===== config.mk =====
export PLATFORM = sky130hd
export DESIGN_NAME = dcc_top
export DESIGN_NICKNAME = d
export VERILOG_FILES = /design/src/inc/dcc_pkg.sv /design/src/rtl/dcc_top.sv
export SDC_FILE = /design/constraint.sdc
export NUM_CORES = 1
export LEC_CHECK = 0
export ABC_AREA = 1
export CAP_MARGIN = 20
export CORE_ASPECT_RATIO = 1.5
export CORE_MARGIN = 2
export CORE_UTILIZATION = 45
export DETAILED_ROUTE_END_ITERATION = 16
export DONT_BUFFER_PORTS = 1
export HOLD_SLACK_MARGIN = 0.12
export PLACE_DENSITY = 0.61
export SYNTH_ARGS = -nofsm -noshare
export SYNTH_HDL_FRONTEND = slang
export SYNTH_SLANG_ARGS = --single-unit

===== constraint.sdc =====
create_clock -name clk_i -period 2.8 [get_ports clk_i]
set_input_delay 0.56 -clock clk_i [delete_from_list [all_inputs] [get_ports clk_i]]
set_output_delay 0.56 -clock clk_i [all_outputs]
set_load 0.01 [all_outputs]

===== src/inc/dcc_pkg.sv =====
// dcc_pkg: constants, types and register map of the coalescing control block.
// assumes a 10 MHz core clock and a 32-bit classic wishbone register bus.
package dcc_pkg;

  // clock and watchdog time base
  localparam int unsigned DCC_CLK_PERIOD_NS = 100;
  localparam int unsigned DCC_WDOG_UNIT_NS = 32768;
  localparam int unsigned DCC_WDOG_TICK_CYC = DCC_WDOG_UNIT_NS / DCC_CLK_PERIOD_NS;

  // register byte offsets
  localparam logic [15:0] DCC_XOFF_WM_OFF = 16'h2170;
  localparam logic [15:0] DCC_CTRL_OFF = 16'h2508;
  localparam logic [15:0] DCC_LX_OFF = 16'h2514;
  localparam logic [15:0] DCC_STATUS_OFF = 16'h2518;
  localparam logic [15:0] DCC_TX_TH_OFF = 16'h3550;
  localparam logic [15:0] DCC_RX_CNT_OFF = 16'h5dd4;
  localparam logic [15:0] DCC_MGMT_TH_OFF = 16'h8f30;

  // field positions
  localparam int unsigned DCC_WDOG_LSB = 0;
  localparam int unsigned DCC_M2H_BIT = 15;
  localparam int unsigned DCC_RXTH_LSB = 16;
  localparam int unsigned DCC_FORCE_BIT = 25;
  localparam int unsigned DCC_EN_BIT = 31;
  localparam int unsigned DCC_TXTH_LSB = 0;
  localparam int unsigned DCC_MGTH_LSB = 4;
  localparam int unsigned DCC_FLUSH_DIS_BIT = 31;
  localparam int unsigned DCC_WM_LSB = 4;

  // reset values
  localparam logic [13:0] DCC_WDOG_RST = 14'h0020;
  localparam logic DCC_M2H_RST = 1'b1;
  localparam logic [7:0] DCC_RXTH_RST = 8'h00;
  localparam logic [11:0] DCC_TXTH_RST = 12'h0e4;
  localparam logic [15:0] DCC_MGTH_RST = 16'h0100;
  localparam logic [13:0] DCC_WM_RST = 14'h0000;
  localparam logic [1:0] DCC_CTRL_RSV_RD = 2'h3;
  localparam logic [11:0] DCC_LX_RSV_RD = 12'h020;
  localparam logic [24:0] DCC_CNT_MAX = 25'h1ff_ffff;

  // buffer level width in bits; the levels count bytes
  localparam int unsigned DCC_LVL_W = 20;

  typedef enum logic [1:0] {
    DCC_IDLE = 2'h0,
    DCC_FLUSH = 2'h1,
    DCC_COAL = 2'h3,
    DCC_EXIT = 2'h2
  } dcc_state_e;

  // software-written configuration
  typedef struct packed {
    logic en;
    logic force_exit;
    logic [7:0] rx_thr;
    logic m2h_en;
    logic [13:0] wdog_limit;
    logic [11:0] tx_thr;
    logic [15:0] mgmt_thr;
    logic flush_dis;
    logic [13:0] xoff_wm;
  } dcc_cfg_s;

  // traffic events, one-cycle pulses
  typedef struct packed {
    logic rx_pkt;
    logic tx_req;
    logic int_cause;
    logic mgmt_to_host;
    logic rx_seg;
    logic interval_end;
  } dcc_evt_s;

  // buffer and datapath levels
  typedef struct packed {
    logic [DCC_LVL_W-1:0] rx_used;
    logic [DCC_LVL_W-1:0] tx_free;
    logic [11:0] max_tx_pkt;
    logic tx_pending;
    logic tx_fifo_empty;
    logic tx_flow_ctrl_en;
  } dcc_lvl_s;

endpackage : dcc_pkg


===== src/rtl/dcc_top.sv =====
// dcc_top: dma coalescing control with its wishbone register file.
// assumes all inputs synchronous to clk_i; one wishbone master.
//
// How it works
// - watchdog in 32.768 us units bounds coalescing
// - zero watchdog limit disables watchdog exit
// - management traffic starts watchdog when enabled
// - zero limit plus enable: management traffic exits
// - rx fill above threshold ends coalescing
// - zero rx threshold disables that exit
// - force-exit bit exits once, clears itself
// - enable bit turns coalescing on, resets off
// - tx free space plus pending data exits
// - zero or too small tx threshold disables
// - management free-space threshold exits, zero disables
// - management compare may deviate sixteen bytes
// - flush interrupts and write-backs before entry
// - saturating 25-bit rx segment counter
// - xoff at watermark while coalescing, flow control
`timescale 1ns/1ps

module dcc_top
  import dcc_pkg::*;
#(
  parameter int unsigned TICK_CYC = DCC_WDOG_TICK_CYC
) (
  input wire logic clk_i, // core clock
  input wire logic rst_i, // synchronous reset, high
  input wire logic wb_cyc_i, // wishbone cycle
  input wire logic wb_stb_i, // wishbone strobe
  input wire logic wb_we_i, // wishbone write
  input wire logic [15:0] wb_adr_i, // byte address
  input wire logic [3:0] wb_sel_i, // byte enables
  input wire logic [31:0] wb_dat_i, // write data
  output logic [31:0] wb_dat_o, // read data
  output logic wb_ack_o, // acknowledge
  input wire dcc_evt_s evt_i, // traffic event pulses
  input wire dcc_lvl_s lvl_i, // buffer levels
  input wire logic dma_idle_i, // host dma quiet
  input wire logic flush_done_i, // flush finished
  output logic flush_req_o, // flush interrupts, write-backs
  output logic dma_defer_o, // hold off host dma
  output logic link_l0_req_o, // one-cycle wake request
  output logic xoff_send_o, // one-cycle xoff request
  output logic coal_active_o // coalescing state
);

  ////////////////////////////////////////////////////////////////
  // helpers

  // byte-lane merge of a write into the current word
  function automatic logic [31:0] wb_merge(input logic [31:0] old_w,
                                           input logic [31:0] new_w,
                                           input logic [3:0] sel);
    logic [31:0] res;
    res = old_w;
    for (int i = 0; i < 4; i++)
    begin
      if (sel[i])
        res[i*8 +: 8] = new_w[i*8 +: 8];
    end
    return res;
  endfunction : wb_merge

  // address match on the word-aligned part
  function automatic logic hit(input logic [15:0] adr, input logic [15:0] off);
    return adr[15:2] == off[15:2];
  endfunction : hit

  ////////////////////////////////////////////////////////////////
  // declarations

  dcc_cfg_s cfg_q, cfg_d;
  dcc_state_e st_q, st_d;
  logic ack_q, ack_d;
  logic [31:0] dat_q, dat_d;
  logic [31:0] rd_word;
  logic [15:0] tick_q, tick_d;
  logic tick;
  logic wd_run_q, wd_run_d;
  logic [13:0] wd_cnt_q, wd_cnt_d;
  logic [24:0] cnt_q, cnt_d;
  logic [5:0] why_q, why_d;
  logic xoff_cond, xoff_q, xoff_d;
  logic l0_q, l0_d;
  logic wd_event, wd_expire, mgmt_now, rx_hit, tx_hit, mg_hit;
  logic [5:0] why_now;
  logic wr_acc;

  ////////////////////////////////////////////////////////////////
  // wishbone slave: ack one cycle after the strobe, write at the ack edge

  assign wr_acc = wb_cyc_i & wb_stb_i & wb_we_i & ack_q;

  // read mux; unmapped addresses read zero and are still acked
  always_comb
  begin
    rd_word = 32'h0000_0000;
    if (hit(wb_adr_i, DCC_CTRL_OFF))
      rd_word = {cfg_q.en, 1'b0, DCC_CTRL_RSV_RD, 2'b00, cfg_q.force_exit, 1'b0,
                 cfg_q.rx_thr, cfg_q.m2h_en, 1'b0, cfg_q.wdog_limit};
    else if (hit(wb_adr_i, DCC_LX_OFF))
      rd_word = {cfg_q.flush_dis, 19'h0_0000, DCC_LX_RSV_RD};
    else if (hit(wb_adr_i, DCC_TX_TH_OFF))
      rd_word = {20'h0_0000, cfg_q.tx_thr};
    else if (hit(wb_adr_i, DCC_MGMT_TH_OFF))
      rd_word = {12'h000, cfg_q.mgmt_thr, 4'h0};
    else if (hit(wb_adr_i, DCC_RX_CNT_OFF))
      rd_word = {7'h00, cnt_q};
    else if (hit(wb_adr_i, DCC_XOFF_WM_OFF))
      rd_word = {14'h0000, cfg_q.xoff_wm, 4'h0};
    else if (hit(wb_adr_i, DCC_STATUS_OFF))
      rd_word = {24'h00_0000, why_q, st_q};
  end

  // ack and read data capture
  always_comb
  begin
    ack_d = wb_cyc_i & wb_stb_i & ~ack_q;
    dat_d = dat_q;
    if (ack_d)
      dat_d = rd_word;
  end

  always_ff @(posedge clk_i)
  begin
    if (rst_i)
    begin
      ack_q <= 1'b0;
      dat_q <= 32'h0000_0000;
    end
    else
    begin
      ack_q <= ack_d;
      dat_q <= dat_d;
    end
  end

  assign wb_ack_o = ack_q;
  assign wb_dat_o = dat_q;

  ////////////////////////////////////////////////////////////////
  // configuration registers

  // force-exit lives one cycle so a write yields a single exit
  always_comb
  begin
    logic [31:0] w;
    w = wb_merge(rd_word, wb_dat_i, wb_sel_i);
    cfg_d = cfg_q;
    cfg_d.force_exit = 1'b0;
    if (wr_acc && hit(wb_adr_i, DCC_CTRL_OFF))
    begin
      cfg_d.wdog_limit = w[DCC_WDOG_LSB +: 14];
      cfg_d.m2h_en = w[DCC_M2H_BIT];
      cfg_d.rx_thr = w[DCC_RXTH_LSB +: 8];
      cfg_d.force_exit = w[DCC_FORCE_BIT] & wb_sel_i[3];
      cfg_d.en = w[DCC_EN_BIT];
    end
    if (wr_acc && hit(wb_adr_i, DCC_LX_OFF))
      cfg_d.flush_dis = w[DCC_FLUSH_DIS_BIT];
    if (wr_acc && hit(wb_adr_i, DCC_TX_TH_OFF))
      cfg_d.tx_thr = w[DCC_TXTH_LSB +: 12];
    if (wr_acc && hit(wb_adr_i, DCC_MGMT_TH_OFF))
      cfg_d.mgmt_thr = w[DCC_MGTH_LSB +: 16];
    if (wr_acc && hit(wb_adr_i, DCC_XOFF_WM_OFF))
      cfg_d.xoff_wm = w[DCC_WM_LSB +: 14];
  end

  always_ff @(posedge clk_i)
  begin
    if (rst_i)
    begin
      cfg_q.en <= 1'b0;
      cfg_q.force_exit <= 1'b0;
      cfg_q.rx_thr <= DCC_RXTH_RST;
      cfg_q.m2h_en <= DCC_M2H_RST;
      cfg_q.wdog_limit <= DCC_WDOG_RST;
      cfg_q.tx_thr <= DCC_TXTH_RST;
      cfg_q.mgmt_thr <= DCC_MGTH_RST;
      cfg_q.flush_dis <= 1'b0;
      cfg_q.xoff_wm <= DCC_WM_RST;
    end
    else
      cfg_q <= cfg_d;
  end

  ////////////////////////////////////////////////////////////////
  // exit conditions

  // thresholds scaled to bytes; the mgmt compare is exact, inside the
  // sixteen-byte tolerance the device is allowed
  always_comb
  begin
    rx_hit = (cfg_q.rx_thr != 8'h00) &&
             (lvl_i.rx_used > {2'b00, cfg_q.rx_thr, 10'h000});
    tx_hit = (cfg_q.tx_thr != 12'h000) && (cfg_q.tx_thr >= lvl_i.max_tx_pkt) &&
             lvl_i.tx_pending &&
             (lvl_i.tx_free > {2'b00, cfg_q.tx_thr, 6'h00});
    mg_hit = (cfg_q.mgmt_thr != 16'h0000) &&
             (lvl_i.tx_free > {cfg_q.mgmt_thr, 4'h0});
    mgmt_now = (cfg_q.wdog_limit == 14'h0000) && cfg_q.m2h_en &&
               evt_i.mgmt_to_host;
    why_now = {cfg_q.force_exit, mg_hit, tx_hit, rx_hit, mgmt_now, wd_expire};
  end

  ////////////////////////////////////////////////////////////////
  // watchdog: time base and limit counter

  // management traffic only counts when its enable bit is set
  always_comb
  begin
    wd_event = evt_i.rx_pkt | evt_i.tx_req | evt_i.int_cause |
               (cfg_q.m2h_en & evt_i.mgmt_to_host);
    wd_expire = wd_run_q && (cfg_q.wdog_limit != 14'h0000) &&
                (wd_cnt_q >= cfg_q.wdog_limit);
    tick = (tick_q == 16'(TICK_CYC - 1));
    tick_d = tick ? 16'h0000 : tick_q + 16'h0001;
    wd_run_d = wd_run_q;
    wd_cnt_d = wd_cnt_q;
    if (st_q != DCC_COAL)
    begin
      wd_run_d = 1'b0;
      wd_cnt_d = 14'h0000;
    end
    else if (wd_event && !wd_run_q)
    begin
      wd_run_d = 1'b1;
      wd_cnt_d = 14'h0000;
      tick_d = 16'h0000; // restart time base for an even first unit
    end
    else if (wd_run_q && tick && wd_cnt_q != 14'h3fff)
      wd_cnt_d = wd_cnt_q + 14'h0001;
  end

  always_ff @(posedge clk_i)
  begin
    if (rst_i)
    begin
      tick_q <= 16'h0000;
      wd_run_q <= 1'b0;
      wd_cnt_q <= 14'h0000;
    end
    else
    begin
      tick_q <= tick_d;
      wd_run_q <= wd_run_d;
      wd_cnt_q <= wd_cnt_d;
    end
  end

  ////////////////////////////////////////////////////////////////
  // coalescing state machine

  // entry waits for idle dma and no pending wake reason, else it would bounce
  always_comb
  begin
    st_d = st_q;
    l0_d = 1'b0;
    why_d = why_q;
    unique case (st_q)
      DCC_IDLE:
        if (cfg_q.en && dma_idle_i && !cfg_q.force_exit &&
            !(rx_hit | tx_hit | mg_hit))
          st_d = DCC_FLUSH;
      DCC_FLUSH:
        if (!cfg_q.en || cfg_q.force_exit)
          st_d = DCC_IDLE;
        else if (cfg_q.flush_dis || flush_done_i)
          st_d = DCC_COAL;
      DCC_COAL:
        if (!cfg_q.en || (why_now != 6'h00))
        begin
          st_d = DCC_EXIT;
          l0_d = 1'b1;
          why_d = why_now;
        end
      DCC_EXIT:
        st_d = DCC_IDLE;
    endcase
  end

  always_ff @(posedge clk_i)
  begin
    if (rst_i)
    begin
      st_q <= DCC_IDLE;
      l0_q <= 1'b0;
      why_q <= 6'h00;
    end
    else
    begin
      st_q <= st_d;
      l0_q <= l0_d;
      why_q <= why_d;
    end
  end

  // host dma held off only in the coalescing state
  assign dma_defer_o = (st_q == DCC_COAL);
  assign coal_active_o = (st_q == DCC_COAL);
  assign flush_req_o = (st_q == DCC_FLUSH) && !cfg_q.flush_dis;
  assign link_l0_req_o = l0_q;

  ////////////////////////////////////////////////////////////////
  // receive segment counter and xoff

  // new interval restarts the count; a segment in that cycle still counts
  always_comb
  begin
    cnt_d = cnt_q;
    if (evt_i.interval_end)
      cnt_d = evt_i.rx_seg ? 25'h000_0001 : 25'h000_0000;
    else if (evt_i.rx_seg && cnt_q != DCC_CNT_MAX)
      cnt_d = cnt_q + 25'h000_0001;
    xoff_cond = (st_q == DCC_COAL) && lvl_i.tx_fifo_empty && lvl_i.tx_flow_ctrl_en &&
                (lvl_i.rx_used >= {2'b00, cfg_q.xoff_wm, 4'h0});
    xoff_d = xoff_cond;
  end

  always_ff @(posedge clk_i)
  begin
    if (rst_i)
    begin
      cnt_q <= 25'h000_0000;
      xoff_q <= 1'b0;
    end
    else
    begin
      cnt_q <= cnt_d;
      xoff_q <= xoff_d;
    end
  end

  // one xoff per rise of the condition, not one per cycle
  assign xoff_send_o = xoff_cond & ~xoff_q;
endmodule : dcc_top


* Word-level counts from Yosys, hierarchy flattened
Index checks and enable logic that the tools add are counted.
Word-level totals: bits of input ports 120, logic and storage cells 131, flip-flop bits (word level) 167
Cells by class: muxes and demuxes 23, eq/ne operators 17, reductions and logical operators 47, magnitude comparators 6, add/subtract/negate cells 3, bitwise operators 16
Operators by type and width (number):
- $mux W25 | 5
- $eq A14 B12 Y1 const B | 5
- $mux W32 | 2
- $mux W16 | 3
- $gt A20 B18 Y1 | 2
- $mux W8 | 5
- $add A25 B1 Y25 const B | 1
- $logic_and A1 B1 Y1 | 25
- $ne A25 B25 Y1 const B | 1
- $ge A20 B18 Y1 | 1
- $gt A20 B20 Y1 | 1
- $mux W18 | 1
- $add A16 B1 Y16 const B | 1
- $eq A16 B9 Y1 const B | 1
- $reduce_bool A16 Y1 | 1
- $add A14 B1 Y14 const B | 1
- $eq A14 B13 Y1 const B | 1
- $eq A14 B14 Y1 const B | 1
- $ge A14 B14 Y1 | 1
- $logic_not A14 Y1 | 1
- $ne A14 B14 Y1 const B | 1
- $reduce_bool A14 Y1 | 1
- $ge A12 B12 Y1 | 1
- $reduce_bool A12 Y1 | 1
- other kinds (21) | 48

* Logic depth before layout (Yosys ltp)
Gate-level depths: netlist of the first run.
depth after elaboration 10, depth in mapped cells 19

* Least setup slack after synthesis of the first run
Ideal clock, no wire load.
path type in2out, from input lvl_i[50] in the netlist's numbering, to output xoff_send_o, cell stages on the path 7, setup slack 674 ps, buffers on the path 0, arrival 1566 ps, cells stage by stage ha_1 nand2_1 nor3_1 nand4_1 nand3_1 nand4_1 nor2_1
Between the ends: longest elaborated chain between the ends 3
RTL lines:
- start, declared | RTL line dcc_top.sv:38 | input wire dcc_lvl_s lvl_i,
- $ge A20 B18 Y1 | RTL line dcc_top.sv:317 | (lvl_i.rx_used >= {2'b00, cfg_q.xoff_wm, 4'h0});
- $logic_and A1 B1 Y1 | RTL line dcc_top.sv:316 | xoff_cond = (st_q == DCC_COAL) && lvl_i.tx_fifo_empty && lvl_i.tx_flow_ctrl_en &&
- $and A1 B1 Y1 | RTL line dcc_top.sv:336 | assign xoff_send_o = xoff_cond & ~xoff_q;
- end, declared | RTL line dcc_top.sv:44 | output logic xoff_send_o,
Every way passes these cells.

* Final worst setup path of the first run
from register cfg_q[7] in the netlist's numbering, to output xoff_send_o
Between the ends: longest elaborated chain between the ends 3
RTL lines:
- start, declared | RTL line dcc_top.sv:73 | dcc_cfg_s cfg_q, cfg_d;
- start signal, assigned | RTL line dcc_top.sv:185 | cfg_q <= cfg_d;
- $ge A20 B18 Y1 | RTL line dcc_top.sv:317
- $logic_and A1 B1 Y1 | RTL line dcc_top.sv:316
- $and A1 B1 Y1 | RTL line dcc_top.sv:336
Every way passes these cells.

==> results list, run 1 <==
- Setup repair after global routing left no endpoint under its margin.
- Path type of the worst setup path: register to primary output
- Portion of netlist area occupied by mux cells: 0.00108
- In this run the vertical extent of the chip is 191 µm.
- Simple-gate area share of the yosys netlist: 0.317
* Num CTS Buffers: 17
- Pin slew with the least headroom to its limit: a little over 800 ps
* Worst Setup Start Kind: register
- DRC violations left: 0
* Via Count: 10500
* Origin of the critical flop-to-flop path: cfg_q[38]
- 158 I/O pins were placed.
- Starting utilization of the core area: 0.456
- Width of the die: 128 µm
* First-pass GRT wire length: 53100 µm
- For the worst setup path, the data required time is 2240 ps.
- The worst register-to-register path has a setup slack of 190 ps.
* Worst setup margin: 162 ps
* Quantity of hold-fixing buffers added after cts: 0
- Synthesis produced 1584 cells.
- Most used flip-flop cell after synthesis: sky130_fd_sc_hd__dfxtp_1
- Met2 layer usage reported by global route: 0.502
- IO Port Bufs: 0
- VDD sags by at most between 200 and 300 µV.
- Synthesized area divided by synthesized cell count: 6.59 µm²
* Overall routing resource usage: 0.285
- Number of nets in the finished design: 1795
- Deepest clock path buffer count: 2
- Final number of hold-violating endpoints: 0
- Power Density: 445 nW/µm²
- Gp weighted congestion: 0.941
- Final routed wirelength across all metal layers: 34800 µm
- Count of cells along the worst hold path: 1
- Worst slack on hold paths: between 150 and 200 ps
- Cell leakage power: 4.97 nW
* Layout cells sized above 1: 0.0653
* Clock-pin slew on the worst setup and hold paths: around 70 ps
- Portion of the clock cycle consumed by the worst path in the final layout: 0.942
* Avg WL per Cell: 18.4 µm
- The clock drives 163 sinks.
- Setup violations remaining at the end of the flow were counted as 0.
- The library cell used most frequently in the layout, excluding fill and tap cells, is sky130_fd_sc_hd__nand2_1.
- Worst Reg2Reg Path Length in Cells: 16
* Combinational family with the most area after synthesis: simple AND/OR/NAND/NOR gates
* Start point of the critical path: cfg_q[7]
- Of the total synthesized cell area, the portion taken by full adders, half adders and majority gates is 0.0958.
- The HPWL after detailed placement is 27900 µm.
* Top area cells in the synthesized netlist: sky130_fd_sc_hd__dfxtp_1 31%, sky130_fd_sc_hd__nand2_1 13%, sky130_fd_sc_hd__ha_1 9.6%, sky130_fd_sc_hd__inv_1 8.3%, sky130_fd_sc_hd__a21oi_1 7.1%
- After global routing, the most crowded layer is met2.
- Post-synth ARST share: 0
* Total power of the final layout: 0.00511 W
* Share of synthesized area occupied by flip-flops and latches: 0.312
* Max_cap viols: 0
* Tmin final: 2640 ps
- The die covers 24500 µm².
- For this run, the detailed router's first-pass iteration total came to 8.
- For the worst-skew pair, the clock arrives at the later sink with an insertion delay of 440 ps.
- Of the post-synthesis cell area, the dominant cell type holds 0.312.
- Root buf cell: sky130_fd_sc_hd__clkbuf_16
- The critical path ends at xoff_send_o.
- Derived from the worst setup path, the maximum achievable clock frequency is about 380 MHz.
- Via count of the first global-routing pass: between 9000 and 10000
- For met1 alone, demand over resource in global routing was 0.316.
* First-iteration detailed-routing DRC count: 875
- Result of the run: finished clean
- The total count of max-transition violations in the final report is 0.
* Synth cell types: 51
- Yosys synthesis warning count: 0
* Max Clock Skew: roughly 9.7 ps
- Largest fanout on the critical path: 2
- In this run the critical register-to-register path is captured at link_l0_req_o.
* Commonest cells after routing, fill and taps aside: 349 x sky130_fd_sc_hd__nand2_1, 229 x sky130_fd_sc_hd__inv_1, 163 x sky130_fd_sc_hd__dfxtp_1
- The region available for standard cell placement spans 22900 µm².
- In the global route stage, met3 resource usage came out at 0.0513.
- The count of nets left with antenna violations once routing finished came out at 0.
- Prior to clock tree synthesis, the placed netlist has a worst setup slack of 227 ps.
- Counting flops with a built-in enable in the synthesized netlist gives 0.
- The clock tree synthesis step divided the H-tree into 4 levels.
- The floorplan has ~70 rows.
- Post-synthesis sequential element count: ~160
- Synth Area in XOR/XNOR: 0.0134
* Worst min-delay path category: primary input to register
- For the final routed database, the setup TNS stands at 0 ps.
* Endpoint kind of the worst setup timing path: primary output
- Initial antenna violation count: 4
- Compared with the post-synthesis result, the final layout area differs by 9.93%.
- Maximum number of pins on one net before global-route repair: 57
- Vias/cell: 5.55
- TritonCTS built the clock tree.
- Worst Path Arrival: 2080 ps
- Summed over all instances, the cell type with the most area after synthesis is sky130_fd_sc_hd__dfxtp_1.
* Max_slew headroom: 0.460
- For this run the aggregate overflow at the end of global routing stands at 0.
- Area fraction in compound gates after synthesis: 0.155
* Post-synthesis cell area: 10400 µm²
-- stage by stage --
step                      cells  instance area (µm²)  utilization
after global routing       1891                11500        0.502
after global placement     1856                10800        0.474
final                      1892                11500        0.502
after CTS                  1888                11500        0.501
after detailed placement   1856                10800        0.474
after floorplan            1586                10500            -
-- layer usage --
metal	vias to the layer above	wire, µm	part of all wire
met3	80	2160	0.062
met1	4825	13500	0.39
li1	5257	-	-
met5	-	0	0
met4	0	2080	0.060
met2	333	17100	0.49
-- cell families after synthesis --
family	Yosys count
and+or+nand+nor	748
AOI/OAI and AO/OA	294
muxes	1
adders and majority gates	80
buffers and inverters	281
xor gates and xnor gates	16
other	1
DFF	163
-- flip-flops by register name, indices dropped and copies added (netlist names) --
| register | count |
|---|---|
| wb_ack_o | 1 |
| tick_q | 16 |
| cnt_q | 25 |
| wd_cnt_q | 14 |
| why_q | 6 |
| wb_dat_o | 28 |
| xoff_q | 1 |
| wd_run_q | 1 |
| link_l0_req_o | 1 |
| cfg_q | 68 |
| st_q | 2 |
-- layout make-up --
type	count	area, µm²
fillers	2390	11400
clock buffers	17	425
well taps	280	350
multi-input cells	1142	6110
diodes	4	10.0
inverters	243	912
repair buffers	28	223
clock inverters	15	188
flip-flops and latches	163	3260
-- critical path: stages, from the launching register on --
cell	delay (ps)
sky130_fd_sc_hd__dfxtp_1	340
sky130_fd_sc_hd__inv_1	120
sky130_fd_sc_hd__ha_1	320
sky130_fd_sc_hd__nand2_1	70
sky130_fd_sc_hd__nor2_1	150
sky130_fd_sc_hd__nand2_1	70
sky130_fd_sc_hd__o211ai_1	80
sky130_fd_sc_hd__nand2_1	90
sky130_fd_sc_hd__nand3_2	110
sky130_fd_sc_hd__nand4_1	130
sky130_fd_sc_hd__nor2_2	170
-- power breakdown --
group          switching [W]  internal [W]
Combinational       0.000204     0.0000996
Sequential         0.0000162       0.00233
Clock                0.00110       0.00136
-- worst min path at each step --
stage / from / end / slack, ps
3_5_place_dp: tick_q[0] / tick_q[0] / 450
4_1_cts: rst_i / wb_dat_o[29] / 170
2_1_floorplan: tick_q[0] / tick_q[0] / 430
6_report: rst_i / wb_dat_o[29] / 180
3_3_place_gp: tick_q[0] / tick_q[0] / 440
5_1_grt: rst_i / wb_dat_o[29] / 170
-- Yosys cell counts, types with 5 or more instances --
cell type,instances
sky130_fd_sc_hd__clkbuf_1,23
sky130_fd_sc_hd__o22ai_1,5
sky130_fd_sc_hd__inv_2,10
sky130_fd_sc_hd__xnor2_1,8
sky130_fd_sc_hd__nor2_1,153
sky130_fd_sc_hd__xor2_1,8
sky130_fd_sc_hd__o211ai_1,18
sky130_fd_sc_hd__o21ai_0,73
sky130_fd_sc_hd__ha_1,80
sky130_fd_sc_hd__a31oi_1,7
sky130_fd_sc_hd__o21ai_1,17
sky130_fd_sc_hd__nor4_1,17
sky130_fd_sc_hd__inv_1,230
sky130_fd_sc_hd__dfxtp_1,163
sky130_fd_sc_hd__or2_2,8
sky130_fd_sc_hd__nand3_1,120
sky130_fd_sc_hd__a21oi_1,148
sky130_fd_sc_hd__nand2_1,349
sky130_fd_sc_hd__buf_4,5
sky130_fd_sc_hd__nor3_1,41
sky130_fd_sc_hd__nand4_1,32
-- what timing repair did --
action,4_1_cts,5_1_grt
setup buffers,0,0
endpoints found under the setup margin,0,1
hold endpoints to repair,0,0
gates resized for setup,0,3
Power figures use the tool's default switching activity.
==> run 2, diff against run 1 <==
==> constraint.sdc (replaced) <==
create_clock -name clk_i -period 2.9 [get_ports clk_i]
set_input_delay 0.29 -clock clk_i [delete_from_list [all_inputs] [get_ports clk_i]]
set_output_delay 0.29 -clock clk_i [all_outputs]
set_load 0.01 [all_outputs]
==> run 2 against run 1 <==
Net effect: largest power group unchanged; clock-buffer cell count grew 1; sequential power decreased by 3%; utilization grew 0.31 points; total power about the same; combinational power increased by 7.3%; clock skew is 1.3 ps higher; wire length shrank 0.23%; non-clock buffer count is 2 higher; flip-flop and latch count unchanged; largest cell class unchanged; highest routed layer is now met5; clock power up 2%.
==> results list, run 2 (same netlist as run 1, synthesis figures left out) <==
- The relative slew slack came to 0.494 (+0.0337).
- Area of the multi-input gates: 6100 µm² (-0.20%)
* Largest fanout on the critical path: 2 (unchanged)
* Number of H-tree branching levels: 4 (unchanged)
- The final global-route overflow total came to 0 (unchanged).
- The share of cells above drive strength 1 came to 0.0553 (-0.00998).
- Pin slew with the least headroom to its limit: 753 ps (-53.3 ps)
* Deepest clock path buffer count: 2 (unchanged)
- Clock-pin slew on the worst setup and hold paths: 70 ps (about the same)
- Wire length on met1: 13600 µm (+0.68%)
* Avg WL per Cell: 18.4 µm (about the same)
- Max Clock Skew: 11.0 ps (+1.32 ps)
- The detailed route wirelength on metal2 was 17000 µm (-0.77%).
- The required time at the worst-slack endpoint is 2610 ps (+370 ps).
- Commonest cells after routing, fill and taps aside: 349 x sky130_fd_sc_hd__nand2_1, 229 x sky130_fd_sc_hd__inv_1, 163 x sky130_fd_sc_hd__dfxtp_1
- Standard-cell rows: 68 (unchanged)
- Worst slack on hold paths: 123 ps (-60.6 ps)
* Endpoint kind of the worst setup timing path: primary output
- The wire length of the first global-routing pass came to 53600 µm (+0.92%).
- The number of DRC violations after detailed-routing iteration 0 was 797 (-8.9%).
- TritonCTS built the clock tree.
- The quantity of gates resized following cts is 0 (unchanged).
- The number of nets in the layout is 1797 (+0.11%).
- Subtracting the final worst setup slack from the clock period gives between 2000 and 2500 ps.
- Number of setup buffers added after CTS: 0 (unchanged)
- Portion of the clock cycle consumed by the worst path in the final layout: 0.847
- Die footprint: 24500 µm² (unchanged)
- The total count of max-transition violations in the final report was 0 (unchanged).
- Fill cell instance count of the final layout: 2341 (-2.1%)
- The largest net degree at the start of global routing was 60 (+5.3%).
* Register with the most flip-flops: cfg_q
- The final weighted congestion in routability-driven placement came to 0.985 (+4.7%).
* Overall routing resource usage: 0.286 (+0.00170)
* HPWL Detailed: 27300 µm (-2.0%)
- The wire length after detailed routing came to 34700 µm (-0.23%).
- The vertical die dimension came to 191 µm (unchanged).
- Antenna-violating nets left: 0 (unchanged)
* Worst Path Arrival: 2170 ps (+90 ps)
* Highest clock frequency the design can meet: 407 MHz
- Routed wl met3: 2140 µm (-0.79%)
* Worst voltage drop across the vdd grid: 463 µV (+63%)
- The number of global-route vias before repair was 9967 (+0.30%).
- Clock sinks: 163 (unchanged)
- The initial antenna violation count came to 1 (-3).
* Seq. cell area: 3260 µm² (unchanged)
* Uppermost routed layer: met5
* Root buf cell: sky130_fd_sc_hd__clkbuf_16
- The number of optimization iterations in the first detailed-route pass was 5 (-3).
- The die outline width was 128 µm (unchanged).
- Final number of hold-violating endpoints: 0 (unchanged)
- The clock network latency to the later pin of the worst-skew pair came to 450 ps (about the same).
- The setup path with the least slack is of type register to primary output.
- IO Port Bufs: 0 (unchanged)
* Vias/cell: 5.57 (+0.35%)
- Worst Setup Start Kind: register
- The routed via count is 10500 (+0.19%).
- Max_cap viols: 0 (unchanged)
- The post-detailed-route DRC marker count came to 0 (unchanged).
- The flip-flop count of the largest register after layout was 68 (unchanged).
- Num CTS Buffers: 17 (unchanged)
- Core Box Area: 22900 µm² (unchanged)
- Setup repair after global routing left no endpoint under its margin.
- Cell leakage power: 4.98 nW (+0.13%)
- Starting utilization of the core area: 0.456 (unchanged)
- Final setup fails: 0 (unchanged)
- Commonest non-fill, non-tap cell in the layout: sky130_fd_sc_hd__nand2_1
- Antenna diode count: 0 (-4)
- The power density over the cells came to 442 nW/µm² (-0.70%).
- Setup total negative slack: 0 ps (unchanged)
* Result of the run: finished clean
- Boundary pin count: 158 (unchanged)
- Compared with the post-synthesis result, the final layout area differs by 10.6%.
- Worst min-delay path category: primary input to register
run 2: changes by cell type in the layout (fill, tap and decap cells not counted), sizes merged, moves of 3 or more:
cell	change
dlygate4sd3	+14
inv	-9
diode	-4
buf	-12
bufinv	+3
run 2: worst paths after layout:
path	start	endpoint	slack, ps	cells after the start
setup reg to reg	cfg_q[38]	link_l0_req_o	460	16
hold / removal	wb_dat_i[2]	cfg_q[45]	120	4
hold reg to reg	tick_q[0]	tick_q[0]	470	1
setup / recovery	cfg_q[7]	xoff_send_o	440	10
run 2: final cells by class:
| class | count | share of cell area |
|---|---|---|
| multi-input combinational | 1142 | 0.528 |
| tap | 280 | 0.0303 |
| inverter | 243 | 0.0790 |
| sequential | 163 | 0.282 |
| clock inverter | 13 | 0.0181 |
| timing repair buffer | 30 | 0.0243 |
| clock buffer | 18 | 0.0380 |
run 2: per-layer routing:
metal | vias up | GRT usage
li1 | 5270 | -
met1 | 4803 | 0.319
met2 | 353 | 0.507
met3 | 87 | 0.0485
met4 | 2 | 0.168
met5 | - | 0
run 2: what timing repair did:
action | in CTS | in global routing
hold endpoints to repair | 60 | 0
setup endpoints to repair | 0 | 0
hold buffers | 15 | 0
run 2: metrics by stage:
step	power [W]	cell area [µm²]	worst slack, ps	util	instances
2_1_floorplan	0.00254	10500	1020	-	1586
3_3_place_gp	0.00260	10700	513	0.469	1843
3_5_place_dp	0.00260	10700	482	0.469	1843
4_1_cts	0.00512	11600	387	0.505	1889
5_1_grt	0.00527	11600	220	0.505	1889
6_report	0.00511	11600	444	0.505	1889
run 2: critical path, cell delays in order, from the launching register on:
cell and delay, ps:
sky130_fd_sc_hd__dfxtp_1 340, sky130_fd_sc_hd__inv_1 110, sky130_fd_sc_hd__ha_1 320, sky130_fd_sc_hd__nand2_1 70, sky130_fd_sc_hd__nor2_1 150, sky130_fd_sc_hd__nand2_1 70
sky130_fd_sc_hd__o211ai_1 90, sky130_fd_sc_hd__nand2_1 70, sky130_fd_sc_hd__nand3_1 170, sky130_fd_sc_hd__nand4_1 130, sky130_fd_sc_hd__nor2_1 200
run 2: where the power goes:
part / internal (W) / switching (W)
registers: 0.00225 / 0.0000165
clock network: 0.00155 / 0.000970
logic: 0.000109 / 0.000216
